[config.mk]
export PLATFORM = sky130hd
export DESIGN_NAME = flsr_dev_flat
export DESIGN_NICKNAME = d
export VERILOG_FILES = /design/src/flsr_pkg.sv /design/src/flsr_if.sv /design/src/flsr_dev.sv /design/src/flat_wrapper.sv
export VERILOG_INCLUDE_DIRS = /design/src
export SDC_FILE = /design/constraint.sdc
export NUM_CORES = 1
export LEC_CHECK = 0
export BUFFER_PORTS_ARGS = -buffer_cell sky130_fd_sc_hd__clkbuf_2
export CAP_MARGIN = 20
export CELL_PAD_IN_SITES_DETAIL_PLACEMENT = 1
export CELL_PAD_IN_SITES_GLOBAL_PLACEMENT = 2
export CORE_ASPECT_RATIO = 1.1
export CORE_MARGIN = 4
export CORE_UTILIZATION = 38
export CTS_CLUSTER_DIAMETER = 100
export CTS_CLUSTER_SIZE = 14
export DETAILED_ROUTE_END_ITERATION = 10
export PLACE_DENSITY = 0.83
export SKIP_CTS_REPAIR_TIMING = 1
export SLEW_MARGIN = 40
export SYNTH_ARGS = -nofsm -noshare
export SYNTH_HDL_FRONTEND = slang
export SYNTH_SLANG_ARGS = --single-unit
[constraint.sdc]
create_clock -name clk -period 4.08 [get_ports clk]
set_clock_uncertainty 0.2 [all_clocks]
set_input_delay 0.204 -clock clk [delete_from_list [all_inputs] [get_ports clk]]
set_output_delay 0.204 -clock clk [all_outputs]
set_load 0.005 [all_outputs]
[src/flsr_cfg.svh]
// Opcodes, field positions, host register offsets and timing counts
`ifndef FLSR_CFG_SVH
`define FLSR_CFG_SVH
`define FLSR_OP_WRITE_ENABLE_CMD 8'h06
`define FLSR_OP_PROG 8'h02
`define FLSR_OP_SERASE 8'h20
`define FLSR_OP_BERASE 8'hd8
`define FLSR_OP_SUSPEND 8'hb0
`define FLSR_OP_RESUME 8'h30
`define FLSR_OP_NOP 8'h00
`define FLSR_OP_RESET_ARM_CMD 8'h66
`define FLSR_OP_RST 8'h99
`define FLSR_OP_READ_PASSWORD_CMD 8'h27
`define FLSR_OP_WRITE_PASSWORD_CMD 8'h28
`define FLSR_PASS_BITS 64
`define FLSR_PASS_RESET 64'hffff_ffff_ffff_ffff
`define FLSR_ADDR_BYTES 4'h4
`define FLSR_WRITE_PASSWORD_CMD_BYTES 4'h9
`define FLSR_CLK_MHZ 25
`define FLSR_SUSP_READY_US 20
`define FLSR_SUSP_READY_CYC (`FLSR_SUSP_READY_US * `FLSR_CLK_MHZ)
`define FLSR_RESUME_GAP_MS 1
`define FLSR_RESUME_GAP_CYC (`FLSR_RESUME_GAP_MS * 1000 * `FLSR_CLK_MHZ)
`define FLSR_RECOVERY_CYC 1000
`define FLSR_PROG_CYC 2000
`define FLSR_SERASE_CYC 4000
`define FLSR_BERASE_CYC 8000
`define FLSR_CS_GAP_CYC 8
`define FLSR_REG_CMD 8'h00
`define FLSR_REG_DATA_HI 8'h04
`define FLSR_REG_DATA_LO 8'h08
`define FLSR_REG_STATUS 8'h0c
`define FLSR_REG_RX_HI 8'h10
`define FLSR_REG_RX_LO 8'h14
`define FLSR_REG_CFG 8'h18
`define FLSR_CMD_READ_BIT 12
`define FLSR_ST_REFUSED_BIT 2
`endif

[src/flsr_pkg.sv]
// Types shared by both ends of the flash command link
package flsr_pkg;
  typedef enum logic [3:0] {
    FLSR_OP_NONE = 4'b0001,
    FLSR_OP_K_PROG = 4'b0010,
    FLSR_OP_K_SERASE = 4'b0100,
    FLSR_OP_K_BERASE = 4'b1000
  } flsr_op_t;
  typedef enum logic [4:0] {
    FLSR_H_IDLE = 5'b00001,
    FLSR_H_SEL = 5'b00010,
    FLSR_H_SHIFT = 5'b00100,
    FLSR_H_DESEL = 5'b01000,
    FLSR_H_WAIT = 5'b10000
  } flsr_hstate_t;
endpackage

[src/flsr_if.sv]
// Serial/quad command link between host controller and flash
interface flsr_if;
  logic sclk;
  logic cs_n;
  logic [3:0] host_io;
  logic [3:0] host_oe;
  logic [3:0] dev_io;
  logic [3:0] dev_oe;
  modport host (output sclk, output cs_n, output host_io, output host_oe,
    input dev_io, input dev_oe);
  modport dev (input sclk, input cs_n, input host_io, input host_oe,
    output dev_io, output dev_oe);
endinterface

[src/flsr_dev.sv]
// Flash device end: command decode, suspend/resume, software reset, password
// What this block does
// - Hold 64-bit OTP password behind dedicated commands
// - Password unreadable once protection mode selected
// - Program and erase can be suspended, resumed
// - Suspend ready within 20us of suspend
// - Host waits 1ms after resume before suspend
// - Commands taken as 8 single or 2 quad clocks
// - Erase suspend: suspended erase region reads invalid
// - Erase suspend clears latch, filters commands
// - Sector erase suspend waits 20us after start
// - Erase-suspended flag set on suspend, cleared on resume
// - Program-suspended flag set on suspend, cleared on resume
// - Program suspend: suspended program region reads invalid
// - Program suspend clears latch, filters commands
// - Resume opcode alone continues write, clears flags
// - Resume needs no prior write enable
// - Host polls busy or waits nominal time
// - Resume refused while performance enhance active
// - No-operation only cancels a pending reset arm
// - Reset only directly after reset arm
// - Software reset restores volatile power-on state
// - Reset aborts running program or erase
// - Host waits recovery time after reset
// - Reject command not ended on byte boundary
`include "flsr_cfg.svh"
module flsr_dev #(
  parameter int PROG_CYC = `FLSR_PROG_CYC,
  parameter int SERASE_CYC = `FLSR_SERASE_CYC,
  parameter int BERASE_CYC = `FLSR_BERASE_CYC
) (
  flsr_if.dev link,
  input wire logic clk,
  input wire logic rst,
  input wire logic quad_command_mode,
  input wire logic perf_enhance,
  input wire logic password_mode_n,
  output flsr_pkg::flsr_op_t op_kind,
  output logic busy,
  output logic write_enable_latch,
  output logic erase_suspended_flag,
  output logic program_suspended_flag,
  output logic suspend_pending,
  output logic [23:0] suspended_region,
  output logic soft_reset_pulse,
  output logic op_abort_pulse
);
  import flsr_pkg::*;

  logic sclk_s1, sclk_s2, sclk_d;
  logic cs_s1, cs_s2, cs_d;
  logic [3:0] io_s1, io_s2;
  logic [7:0] rx_sh;
  logic [2:0] bit_cnt;
  logic [3:0] byte_cnt;
  logic [7:0] opcode;
  logic [23:0] addr;
  logic [63:0] rx_data;
  logic [63:0] password_field;
  logic [63:0] tx_sh;
  logic rd_active;
  logic [3:0] io_q, oe_q;
  logic armed;
  logic [31:0] op_timer;
  logic [31:0] elapsed;
  logic [31:0] sus_cnt;

  function automatic logic susp_allowed(input logic [7:0] op);
    case (op)
      8'h03, 8'h0b, 8'h3b, 8'h6b, 8'hbb, 8'heb, 8'h5a, 8'hc0, 8'h04, 8'h2b,
      8'h9f, 8'haf, 8'h05, 8'hab, 8'h90, 8'hb1, 8'hc1, 8'h35, 8'hf5, 8'h15,
      8'h2d, 8'ha7, 8'he2, 8'he0, 8'h16, `FLSR_OP_WRITE_ENABLE_CMD, `FLSR_OP_SUSPEND,
      `FLSR_OP_RESUME, `FLSR_OP_NOP, `FLSR_OP_RESET_ARM_CMD, `FLSR_OP_RST,
      `FLSR_OP_READ_PASSWORD_CMD: susp_allowed = 1'b1;
      default: susp_allowed = 1'b0;
    endcase
  endfunction

  // Link pins arrive from outside the clock domain
  always_ff @(posedge clk) begin
    if (rst) begin
      sclk_s1 <= 1'b0;
      sclk_s2 <= 1'b0;
      sclk_d <= 1'b0;
      cs_s1 <= 1'b1;
      cs_s2 <= 1'b1;
      cs_d <= 1'b1;
      io_s1 <= 4'h0;
      io_s2 <= 4'h0;
    end else begin
      sclk_s1 <= link.sclk;
      sclk_s2 <= sclk_s1;
      sclk_d <= sclk_s2;
      cs_s1 <= link.cs_n;
      cs_s2 <= cs_s1;
      cs_d <= cs_s2;
      io_s1 <= link.host_io;
      io_s2 <= io_s1;
    end
  end

  logic sclk_rise, sclk_fall, cs_rise, sel;
  logic [2:0] next_bit_cnt;
  logic [7:0] next_byte;
  logic byte_done, suspended, running, exec, gated, do_reset;
  logic start_op, pw_write, sus_req, enter_suspend, resume_ok, op_done;
  assign sclk_rise = sclk_s2 & ~sclk_d;
  assign sclk_fall = ~sclk_s2 & sclk_d;
  assign cs_rise = cs_s2 & ~cs_d;
  assign sel = ~cs_s2;
  // Single-line mode looks at the lowest line only
  assign next_bit_cnt = quad_command_mode ? bit_cnt + 3'h4 : bit_cnt + 3'h1;
  assign next_byte = quad_command_mode ? {rx_sh[3:0], io_s2} : {rx_sh[6:0], io_s2[0]};
  assign byte_done = sclk_rise & sel & (next_bit_cnt == 3'h0);
  assign suspended = erase_suspended_flag | program_suspended_flag;
  assign running = op_kind != FLSR_OP_NONE;
  assign exec = cs_rise & (bit_cnt == 3'h0) & (byte_cnt != 4'h0);
  assign gated = exec & (~suspended | susp_allowed(opcode));
  assign do_reset = gated & (opcode == `FLSR_OP_RST) & armed;
  assign start_op = gated & (byte_cnt == `FLSR_ADDR_BYTES) & write_enable_latch & ~running &
    ((opcode == `FLSR_OP_PROG) | (opcode == `FLSR_OP_SERASE) | (opcode == `FLSR_OP_BERASE));
  assign pw_write = gated & (opcode == `FLSR_OP_WRITE_PASSWORD_CMD) & (byte_cnt == `FLSR_WRITE_PASSWORD_CMD_BYTES) &
    write_enable_latch & password_mode_n & ~running;
  // Suspend without a running operation is dropped
  assign sus_req = gated & (opcode == `FLSR_OP_SUSPEND) & running & ~suspended & ~suspend_pending;
  assign enter_suspend = suspend_pending & (sus_cnt == 32'h0) &
    ((op_kind != FLSR_OP_K_SERASE) || (elapsed >= 32'(`FLSR_SUSP_READY_CYC)));
  // No write enable check on resume
  assign resume_ok = gated & (opcode == `FLSR_OP_RESUME) & suspended & ~perf_enhance;
  assign op_done = running & ~suspended & (op_timer == 32'h1);

  always_ff @(posedge clk) begin
    if (rst || cs_s2) begin
      bit_cnt <= 3'h0;
      byte_cnt <= 4'h0;
      rx_sh <= 8'h00;
    end else if (sclk_rise) begin
      bit_cnt <= next_bit_cnt;
      rx_sh <= next_byte;
      if (byte_done && byte_cnt != 4'hf) begin
        byte_cnt <= byte_cnt + 4'h1;
      end
    end
  end

  always_ff @(posedge clk) begin
    if (rst) begin
      opcode <= 8'h00;
      addr <= 24'h0;
      rx_data <= 64'h0;
    end else if (byte_done) begin
      if (byte_cnt == 4'h0) begin
        opcode <= next_byte;
      end else if (byte_cnt < `FLSR_ADDR_BYTES) begin
        addr <= {addr[15:0], next_byte};
      end
      rx_data <= {rx_data[55:0], next_byte};
    end
  end

  // A pending arm dies on any other command, no-operation included
  always_ff @(posedge clk) begin
    if (rst || do_reset) begin
      armed <= 1'b0;
    end else if (exec) begin
      armed <= (opcode == `FLSR_OP_RESET_ARM_CMD);
    end
  end

  always_ff @(posedge clk) begin
    if (rst || do_reset) begin
      write_enable_latch <= 1'b0;
    end else if (enter_suspend || start_op || pw_write) begin
      write_enable_latch <= 1'b0;
    end else if (gated && opcode == `FLSR_OP_WRITE_ENABLE_CMD) begin
      write_enable_latch <= 1'b1;
    end
  end

  // Timer freezes while suspended so resume continues where it stopped
  always_ff @(posedge clk) begin
    if (rst || do_reset) begin
      op_kind <= FLSR_OP_NONE;
      op_timer <= 32'h0;
      elapsed <= 32'h0;
      suspended_region <= 24'h0;
    end else if (start_op) begin
      suspended_region <= addr;
      elapsed <= 32'h0;
      case (opcode)
        `FLSR_OP_PROG: begin
          op_kind <= FLSR_OP_K_PROG;
          op_timer <= 32'(PROG_CYC);
        end
        `FLSR_OP_SERASE: begin
          op_kind <= FLSR_OP_K_SERASE;
          op_timer <= 32'(SERASE_CYC);
        end
        default: begin
          op_kind <= FLSR_OP_K_BERASE;
          op_timer <= 32'(BERASE_CYC);
        end
      endcase
    end else if (op_done) begin
      op_kind <= FLSR_OP_NONE;
      op_timer <= 32'h0;
    end else if (running && !suspended) begin
      op_timer <= op_timer - 32'h1;
      if (elapsed != 32'hffff_ffff) begin
        elapsed <= elapsed + 32'h1;
      end
    end
  end

  always_ff @(posedge clk) begin
    if (rst || do_reset || op_done) begin
      suspend_pending <= 1'b0;
      sus_cnt <= 32'h0;
    end else if (sus_req) begin
      suspend_pending <= 1'b1;
      sus_cnt <= 32'(`FLSR_SUSP_READY_CYC - 1);
    end else if (enter_suspend) begin
      suspend_pending <= 1'b0;
    end else if (suspend_pending && sus_cnt != 32'h0) begin
      sus_cnt <= sus_cnt - 32'h1;
    end
  end

  // The flags mark suspended_region as the one area whose reads are invalid
  always_ff @(posedge clk) begin
    if (rst || do_reset) begin
      erase_suspended_flag <= 1'b0;
      program_suspended_flag <= 1'b0;
    end else if (enter_suspend) begin
      erase_suspended_flag <= (op_kind != FLSR_OP_K_PROG);
      program_suspended_flag <= (op_kind == FLSR_OP_K_PROG);
    end else if (resume_ok) begin
      erase_suspended_flag <= 1'b0;
      program_suspended_flag <= 1'b0;
    end
  end

  always_ff @(posedge clk) begin
    if (rst || do_reset) begin
      busy <= 1'b0;
    end else if (start_op || resume_ok) begin
      busy <= 1'b1;
    end else if (op_done || enter_suspend) begin
      busy <= 1'b0;
    end
  end

  always_ff @(posedge clk) begin
    if (rst) begin
      soft_reset_pulse <= 1'b0;
      op_abort_pulse <= 1'b0;
    end else begin
      soft_reset_pulse <= do_reset;
      op_abort_pulse <= do_reset & running;
    end
  end

  // Stored value survives software reset; only zeros can be programmed
  always_ff @(posedge clk) begin
    if (rst) begin
      password_field <= `FLSR_PASS_RESET;
    end else if (pw_write) begin
      password_field <= password_field & rx_data;
    end
  end

  // Readout only in single-line timing, one bit per falling clock edge
  always_ff @(posedge clk) begin
    if (rst || cs_s2) begin
      tx_sh <= 64'h0;
      rd_active <= 1'b0;
      io_q <= 4'h0;
      oe_q <= 4'h0;
    end else if (byte_done && byte_cnt == 4'h0 && next_byte == `FLSR_OP_READ_PASSWORD_CMD) begin
      tx_sh <= password_field;
      rd_active <= password_mode_n;
    end else if (sclk_fall && rd_active) begin
      io_q <= {2'b00, tx_sh[63], 1'b0};
      oe_q <= 4'b0010;
      tx_sh <= {tx_sh[62:0], 1'b0};
    end
  end

  assign link.dev_io = io_q;
  assign link.dev_oe = oe_q;
endmodule

[src/flat_wrapper.sv]
// flat-port wrapper written by rule: the top's interface ports become plain ports
module flsr_dev_flat import flsr_pkg::*;
#(
  parameter int PROG_CYC = `FLSR_PROG_CYC,
  parameter int SERASE_CYC = `FLSR_SERASE_CYC,
  parameter int BERASE_CYC = `FLSR_BERASE_CYC
)
  (clk, rst, quad_command_mode, perf_enhance, password_mode_n, op_kind, busy, write_enable_latch, erase_suspended_flag, program_suspended_flag, suspend_pending, suspended_region, soft_reset_pulse, op_abort_pulse, link_sclk, link_cs_n, link_host_io, link_host_oe, link_dev_io, link_dev_oe);
  flsr_if link_i ();
  input wire logic clk;
  input wire logic rst;
  input wire logic quad_command_mode;
  input wire logic perf_enhance;
  input wire logic password_mode_n;
  output flsr_pkg::flsr_op_t op_kind;
  output logic busy;
  output logic write_enable_latch;
  output logic erase_suspended_flag;
  output logic program_suspended_flag;
  output logic suspend_pending;
  output logic [23:0] suspended_region;
  output logic soft_reset_pulse;
  output logic op_abort_pulse;
  input wire logic [$bits(link_i.sclk)-1:0] link_sclk;
  input wire logic [$bits(link_i.cs_n)-1:0] link_cs_n;
  input wire logic [$bits(link_i.host_io)-1:0] link_host_io;
  input wire logic [$bits(link_i.host_oe)-1:0] link_host_oe;
  output wire logic [$bits(link_i.dev_io)-1:0] link_dev_io;
  output wire logic [$bits(link_i.dev_oe)-1:0] link_dev_oe;
  assign link_i.sclk = link_sclk;
  assign link_i.cs_n = link_cs_n;
  assign link_i.host_io = link_host_io;
  assign link_i.host_oe = link_host_oe;
  assign link_dev_io = link_i.dev_io;
  assign link_dev_oe = link_i.dev_oe;
  flsr_dev #(.PROG_CYC(PROG_CYC), .SERASE_CYC(SERASE_CYC), .BERASE_CYC(BERASE_CYC)) u_core (.link(link_i), .clk(clk), .rst(rst), .quad_command_mode(quad_command_mode), .perf_enhance(perf_enhance), .password_mode_n(password_mode_n), .op_kind(op_kind), .busy(busy), .write_enable_latch(write_enable_latch), .erase_suspended_flag(erase_suspended_flag), .program_suspended_flag(program_suspended_flag), .suspend_pending(suspend_pending), .suspended_region(suspended_region), .soft_reset_pulse(soft_reset_pulse), .op_abort_pulse(op_abort_pulse));
endmodule
==> results.py, run 1 <==
metrics = {
    "setup_path": {
        "cp.required_ns": 4.37,
        "r2r_slack_ns": 0.67,
        "path_buf_inv": 1,
        "r2r_start": "u_core.opcode[5]",
        "r2r-end": "u_core.op_kind[2]",
        "cp-startpoint": "u_core.opcode[5]",
        "cp_slowest_stage_delay_ns": 0.73,
        "startpoint_type": "flop",
        "slowest_stage": "dfxtp_1",
        "critPathKind": "reg -> reg",
        "worst-path-stages": 8,
        "crit_end": "u_core.op_kind[2]",
        "reg2reg_depth": 8,
        "cpLargestDelayFamily": "compound AO/OA/AOI/OAI gates",
        "crit_fanout": 42,
        "cp-end-kind": "flop",
        "crit_chain": "and3b_1, a21boi_1, o22ai_1, or4b_4, o31ai_4, o21bai_4, buf_12, o32ai_1",
        "worstPathArrival_ns": 3.70,
    },
    "clock_tree": {
        "clk_path_buf_depth": 3,
        "cts_tree": "built",
        "numCtsBuffers": 31,
        "root_buffer": "clkbuf_16",
        "clock_sinks": 387,
        "cts_max_level": 1,
        "clock_latency_ns": 0.58,
        "path_clk_slew_ns": 0.07,
    },
    "routing": {
        "vias_per_cell": 5.467,
        "dr.pass1.iters": 5,
        "ant_nets": 0,
        "drc": 0,
        "vias": 12670,
        "drt_iter0_markers": 655,
        "drt_wl_total_um": 40360,
        "wl_per_cell_um": 17.42,
    },
    "place": {
        "dp_cells": 2276,
        "gp_congestion": 0.8036,
        "numPortBuffers": 47,
        "dp_worst_setup_slack_ns": 0.6797,
        "place_area_mm2": 0.01637,
        "hpwl_um": 25410,
    },
    "sta": {
        "worst_hold_slack_ns": 0.07156,
        "hold_viol": 0,
        "postLayoutSetupSlackWorst_ns": 0.6715,
        "slew_violations": 0,
        "final.setup.tns_ns": 0,
        "rsz0062_at_grt": "no",
        "worst_slew_pin_slew_ns": 0.7892,
        "relSlewSlack": 0.4698,
        "max_freq_mhz": 293.4,
        "setup_violations": 0,
        "period_share": 0.8354,
        "layout_min_cycle_time_ns": 3.409,
    },
    "cells_and_area": {
        "design_area_mm2": 0.01725,
        "layout_commonest_cell": "dfxtp_1",
        "layoutNonFillerInstCount": 2317,
        "finish.utilization": 0.4264,
        "nets": 1831,
        "final_cell_mix": "387 x dfxtp_1, 270 x nand2_1, 183 x nor2_1, 171 x a21oi_1, 78 x o21ai_0",
        "syn_to_final_growth_pct": 10.05,
        "drive_gt1_frac": 0.07705,
        "diodes": 0,
    },
    "worst_hold_path": {
        "hold_path_class": "in -> reg",
    },
    "synthesis": {
        "ys_warn_count": 0,
        "synth_ff_type": "dfxtp_1",
        "avgSynthCellArea_um2": 8.658,
        "synth_cells": 1811,
        "synth_edf_count": 0,
        "synthDistinctLibCells": 72,
        "ys_seq_area_frac": 0.4941,
        "synth_seq_cells": 387,
        "syn_area_mm2": 0.01568,
        "async_reset_ff_frac": 0,
    },
    "grt": {
        "grtUsageTotal": 0.1769,
        "grt_max_degree": 98,
        "grt_pass1_wl_um": 68060,
        "grt_pass1_vias": 13180,
        "overflow": 0,
        "antenna_found_initial": 1,
    },
    "status": {
        "status": "finished, final reports clean",
    },
    "floorplan": {
        "coreArea_mm2": 0.04046,
        "row_count": 77,
        "floorplan.initialDensity": 0.3875,
        "die_area_mm2": 0.04458,
        "die_w_um": 201.7,
        "die_y_um": 221.0,
        "io_pins": 58,
    },
    "power": {
        "ir_drop_uv": 262.4,
        "power_density_mw_per_mm2": 380.3,
        "total_power_mw": 6.562,
        "power_leakage_nw": 6.060,
    },
    "flow_run": {
        "cap_violations": 0,
    },
}
[worst min-delay path by stage]
stage	startpoint	endpoint	slack [ns]	cells after the start
2_1_floorplan	link_cs_n	u_core.cs_s1	0.11	1
6_report	quad_command_mode	u_core.bit_cnt[1]	0.07	4
4_1_cts	link_host_io[3]	u_core.io_s1[3]	-0.39	2
3_5_place_dp	u_core.cs_s1	u_core.cs_s2	0.21	1
3_3_place_gp	u_core.cs_s1	u_core.cs_s2	0.20	1
5_1_grt	quad_command_mode	u_core.bit_cnt[1]	0.08	3
[routing by layer]
metal  up-vias  track usage  part of all wire
li1       6176            -                 -
met1      6295       0.2297              0.46
met2       140       0.3139              0.49
met3        53      0.02401             0.032
met4         2      0.03926             0.018
met5         -            0           0.00045
[synthesized netlist by cell type, types with 24 or more instances]
master / n / area share
a211oi_1: 24 / 0.011
a21oi_1: 172 / 0.055
a22oi_1: 64 / 0.031
buf_2: 27 / 0.0086
clkbuf_1: 86 / 0.021
dfxtp_1: 387 / 0.49
mux2i_1: 36 / 0.023
nand2_1: 270 / 0.065
nand2b_1: 71 / 0.028
nand3_1: 27 / 0.0086
nor2_1: 184 / 0.044
nor3_1: 39 / 0.012
o21ai_0: 78 / 0.025
xnor2_1: 46 / 0.026
xor2_1: 41 / 0.023
[worst register-to-register path, cell delays in order (launching register included)]
cell and delay (ns):
dfxtp_1 0.73, and3b_1 0.29, a21boi_1 0.16, o22ai_1 0.11, or4b_4 0.59, o31ai_4 0.45
o21bai_4 0.26, buf_12 0.26, o32ai_1 0.26
[cells by family (layout without fill, tap and decap cells)]
| kind of cell | after synthesis | count (layout) | synth area share |
|---|---|---|---|
| xor gates and xnor gates | 87 | 87 | 0.04860 |
| DFF | 387 | 387 | 0.4941 |
| adders and majority gates | 11 | 11 | 0.008778 |
| and+or+nand+nor | 759 | 759 | 0.2378 |
| other | 1 | 6 | 0.0002392 |
| AOI/OAI and AO/OA | 386 | 386 | 0.1487 |
| buffers and inverters | 144 | 132 | 0.03878 |
| muxes | 36 | 36 | 0.02298 |
[area by class of cell]
| cell class | count | area [um^2] |
|---|---|---|
| clock buffers | 31 | 775.7 |
| clock inverters | 1 | 7.507 |
| fillers | 4768 | 23210 |
| inverters | 20 | 75.07 |
| multi-input cells | 1285 | 7388 |
| flip-flops and latches | 387 | 7747 |
| well taps | 513 | 641.9 |
| repair buffers | 80 | 618.1 |
[sequential cells by signal, indices dropped and copies added (netlist names), 7 cells and up]
| register | cells |
|---|---|
| u_core.op_timer | 32 |
| u_core.elapsed | 32 |
| u_core.password_field | 64 |
| u_core.addr | 24 |
| u_core.rx_sh | 7 |
| u_core.rx_data | 64 |
| u_core.opcode | 8 |
| u_core.tx_sh | 64 |
| u_core.sus_cnt | 32 |
| u_core.suspended_region | 24 |
[power breakdown]
group	leakage, nW	total, mW	switching [mW]	internal, mW
combinational	2.56	0.119	0.0807	0.0384
sequential	3.12	3.79	0.00512	3.78
clock	0.382	2.65	1.32	1.33
total	6.06	6.56	1.41	5.15
Power figures use the tool's default switching activity.
==> run 2: changes to the inputs <==
Settings changed: ABC_AREA from default to 1, CORE_UTILIZATION 38 to 36, PLACE_DENSITY 0.83 to 0.85.
Clock period 4.08 ns to 3.3 ns, I/O delays scaled along.
==> run 2 against run 1 <==
  * Combinational power increased by 30%
  * Register-to-register slack got worse by 0.34 ns
  * Wire length increased by 18%
  * Power increased by 25%
  * Critical path type unchanged
  * Largest power group unchanged
  * Highest routed layer is now met4
==> results.py, run 2 <==
metrics = {
    "status": {
        "status": "finished, final reports clean",
    },
    "cells_and_area": {
        "seqCellArea_mm2": 0.007747,
        "layout_commonest_cell": "nand2_1",
        "final_cell_mix": "608 x nand2_1, 387 x dfxtp_1, 267 x nor2_1, 254 x inv_1, 177 x o21ai_0",
        "multi_input_comb_area_mm2": 0.007774,
        "top_regs": "u_core.password_field: 64 flops, u_core.rx_data: 64 flops, u_core.tx_sh: 64 flops",
        "n_fill_cell": 5931,
        "nets": 2442,
        "drive_gt1_frac": 0.07282,
        "diodes": 0,
        "syn_to_final_growth_pct": 10.00,
    },
    "flow_run": {
        "cap_violations": 0,
    },
    "routing": {
        "ant_nets": 0,
        "dr.pass1.iters": 5,
        "vias": 15180,
        "drt_wl_total_um": 47790,
        "drc": 0,
        "drt_iter0_markers": 540,
        "vias_per_cell": 5.038,
        "wl_per_cell_um": 15.86,
    },
    "setup_path": {
        "slowest_stage": "nor2_1",
        "crit_path_frequent_cell": "nor2_1",
        "crit_fanout": 26,
        "cp-end-kind": "flop",
        "reg2reg_depth": 10,
        "cp-startpoint": "u_core.byte_cnt[0]",
        "cp.required_ns": 3.55,
        "startpoint_type": "flop",
        "r2r_start": "u_core.byte_cnt[0]",
        "worstPathArrival_ns": 3.22,
        "critPathKind": "reg -> reg",
        "cp_slowest_stage_delay_ns": 0.47,
        "crit_chain": "inv_1, ha_1, inv_1, nor2_1, nor2_1, nand3_2, nand2_1, nor2_1, inv_2, o21ai_0",
    },
    "synthesis": {
        "async_reset_ff_frac": 0,
        "synth_seq_cells": 387,
        "synth_cells": 2399,
        "synth_area_leaders": "dfxtp_1 45%, nand2_1 13%, nor2_1 5.9%",
        "ys_seq_area_frac": 0.4544,
        "synthDistinctLibCells": 45,
        "synth_edf_count": 0,
        "synth.most_common_cell": "nand2_1",
        "avgSynthCellArea_um2": 7.107,
        "syn_area_mm2": 0.01705,
        "yosysTopAreaCell": "dfxtp_1",
        "synth_compound_area_frac": 0.1394,
        "synth.top_cell.area_share": 0.4544,
        "synthAdderAreaFrac": 0.008073,
        "synth_ff_type": "dfxtp_1",
        "synth_mux_area_frac": 0.0005871,
        "ys_warn_count": 0,
        "synth_xor_area_frac": 0.03802,
        "yosys-top-cells-count": "608 x nand2_1, 387 x dfxtp_1, 268 x nor2_1",
        "yosys.area_share.simple": 0.2672,
        "synth_top_family_by_area": "simple AND/OR/NAND/NOR gates",
    },
    "clock_tree": {
        "cts_max_level": 1,
        "cts_tree": "built",
        "clock_sinks": 387,
        "numCtsBuffers": 31,
        "root_buffer": "clkbuf_16",
        "clk_path_buf_depth": 3,
        "path_clk_slew_ns": 0.07,
        "clock_latency_ns": 0.59,
    },
    "floorplan": {
        "die_y_um": 236.2,
        "row_count": 83,
        "die_area_mm2": 0.05091,
        "io_pins": 58,
        "die_w_um": 215.5,
        "floorplan.initialDensity": 0.3648,
        "coreArea_mm2": 0.04673,
    },
    "worst_hold_path": {
        "hold_path_class": "in -> reg",
        "hold_path_startpoint": "link_cs_n",
        "hold_depth": 3,
    },
    "sta": {
        "period_share": 0.9000,
        "layout_min_cycle_time_ns": 2.970,
        "relSlewSlack": 0.4687,
        "slew_violations": 0,
        "rsz0062_at_grt": "no",
        "max_freq_mhz": 336.7,
        "hold_viol": 0,
        "final.setup.tns_ns": 0,
        "worst_slew_pin_slew_ns": 0.7969,
        "setup_violations": 0,
    },
    "grt": {
        "grt_max_degree": 84,
        "overflow": 0,
        "grtUsageTotal": 0.1833,
        "grt_pass1_wl_um": 79370,
        "grt_pass1_vias": 15770,
        "antenna_found_initial": 0,
    },
    "place": {
        "numPortBuffers": 47,
        "hpwl_um": 32510,
        "gp_congestion": 0.8069,
    },
    "power": {
        "seqPwrFrac": 0.569,
        "power_leakage_nw": 7.795,
        "pwr-share-comb": 0.019,
        "p_clk_frac": 0.412,
        "p_sw_mw": 1.776,
        "ir_drop_uv": 390.1,
        "switching_share": 0.2160,
        "power_density_mw_per_mm2": 438.5,
        "intPower_mw": 6.448,
        "total_power_mw": 8.224,
    },
}
run 2: critical path: cells and delay by family (launching register included):
| family | cells | cell delay, ns |
|---|---|---|
| AO/OA/AOI/OAI | 1 | 0.16 |
| AND/OR/NAND/NOR | 5 | 1.25 |
| adder cells (fa/ha/maj) | 1 | 0.26 |
| flip-flops | 1 | 0.38 |
| buffers and inverters | 3 | 0.55 |
run 2: area by class of cell:
cell class | instances | share of cell area
Clock inverter | 2 | 0.002068
Sequential cell | 387 | 0.4131
Timing Repair Buffer | 89 | 0.03369
Inverter | 276 | 0.05537
Multi-Input combinational cell | 1631 | 0.4145
Tap cell | 595 | 0.03970
Clock buffer | 32 | 0.04156
run 2: per-layer routing:
layer,vias up,GRT usage,wire length [um]
li1,7652,-,-
met1,7359,0.2231,21420
met2,116,0.3484,24560
met3,48,0.02087,1163
met4,0,0.03475,650
met5,-,0,0
run 2: worst paths after layout:
path | end | slack [ns]
max | u_core.op_timer[9] | 0.33
min | u_core.cs_s1 | 0.11
max reg2reg | u_core.op_timer[9] | 0.33
min reg2reg | u_core.io_s2[2] | 0.21
run 2: cells by family (layout without fill, tap and decap cells):
| family | Yosys count | after routing |
|---|---|---|
| adder cells (fa/ha/maj) | 11 | 11 |
| flip-flops | 387 | 387 |
| XOR/XNOR | 74 | 74 |
| multiplexers | 1 | 1 |
| AND/OR/NAND/NOR | 1101 | 1101 |
| other | 1 | 6 |
| AO/OA/AOI/OAI | 438 | 438 |
| buffers and inverters | 386 | 399 |
run 2: metrics by stage:
step | hold WS [ns] | setup WS (ns) | util | cells | area (um^2)
floorplan | 0.06881 | 1.063 | - | 2404 | 17070
global placement | 0.1499 | 0.4104 | 0.3816 | 2968 | 17830
detailed placement | 0.1513 | 0.2816 | 0.3817 | 2968 | 17840
CTS | -0.4807 | 0.2796 | 0.3992 | 3002 | 18650
global route | 0.1107 | 0.08725 | 0.4013 | 3012 | 18750
finish | 0.1087 | 0.3300 | 0.4013 | 3012 | 18750
run 2: power groups by stage:
stage	Combinational (mW)	Clock [mW]	Sequential [mW]
final	0.155	3.39	4.68
after global routing	0.172	3.71	4.68
after CTS	0.148	3.54	4.68
after detailed placement	0.148	0	4.79
after global placement	0.144	0	4.79
after floorplan	0.100	0	4.79
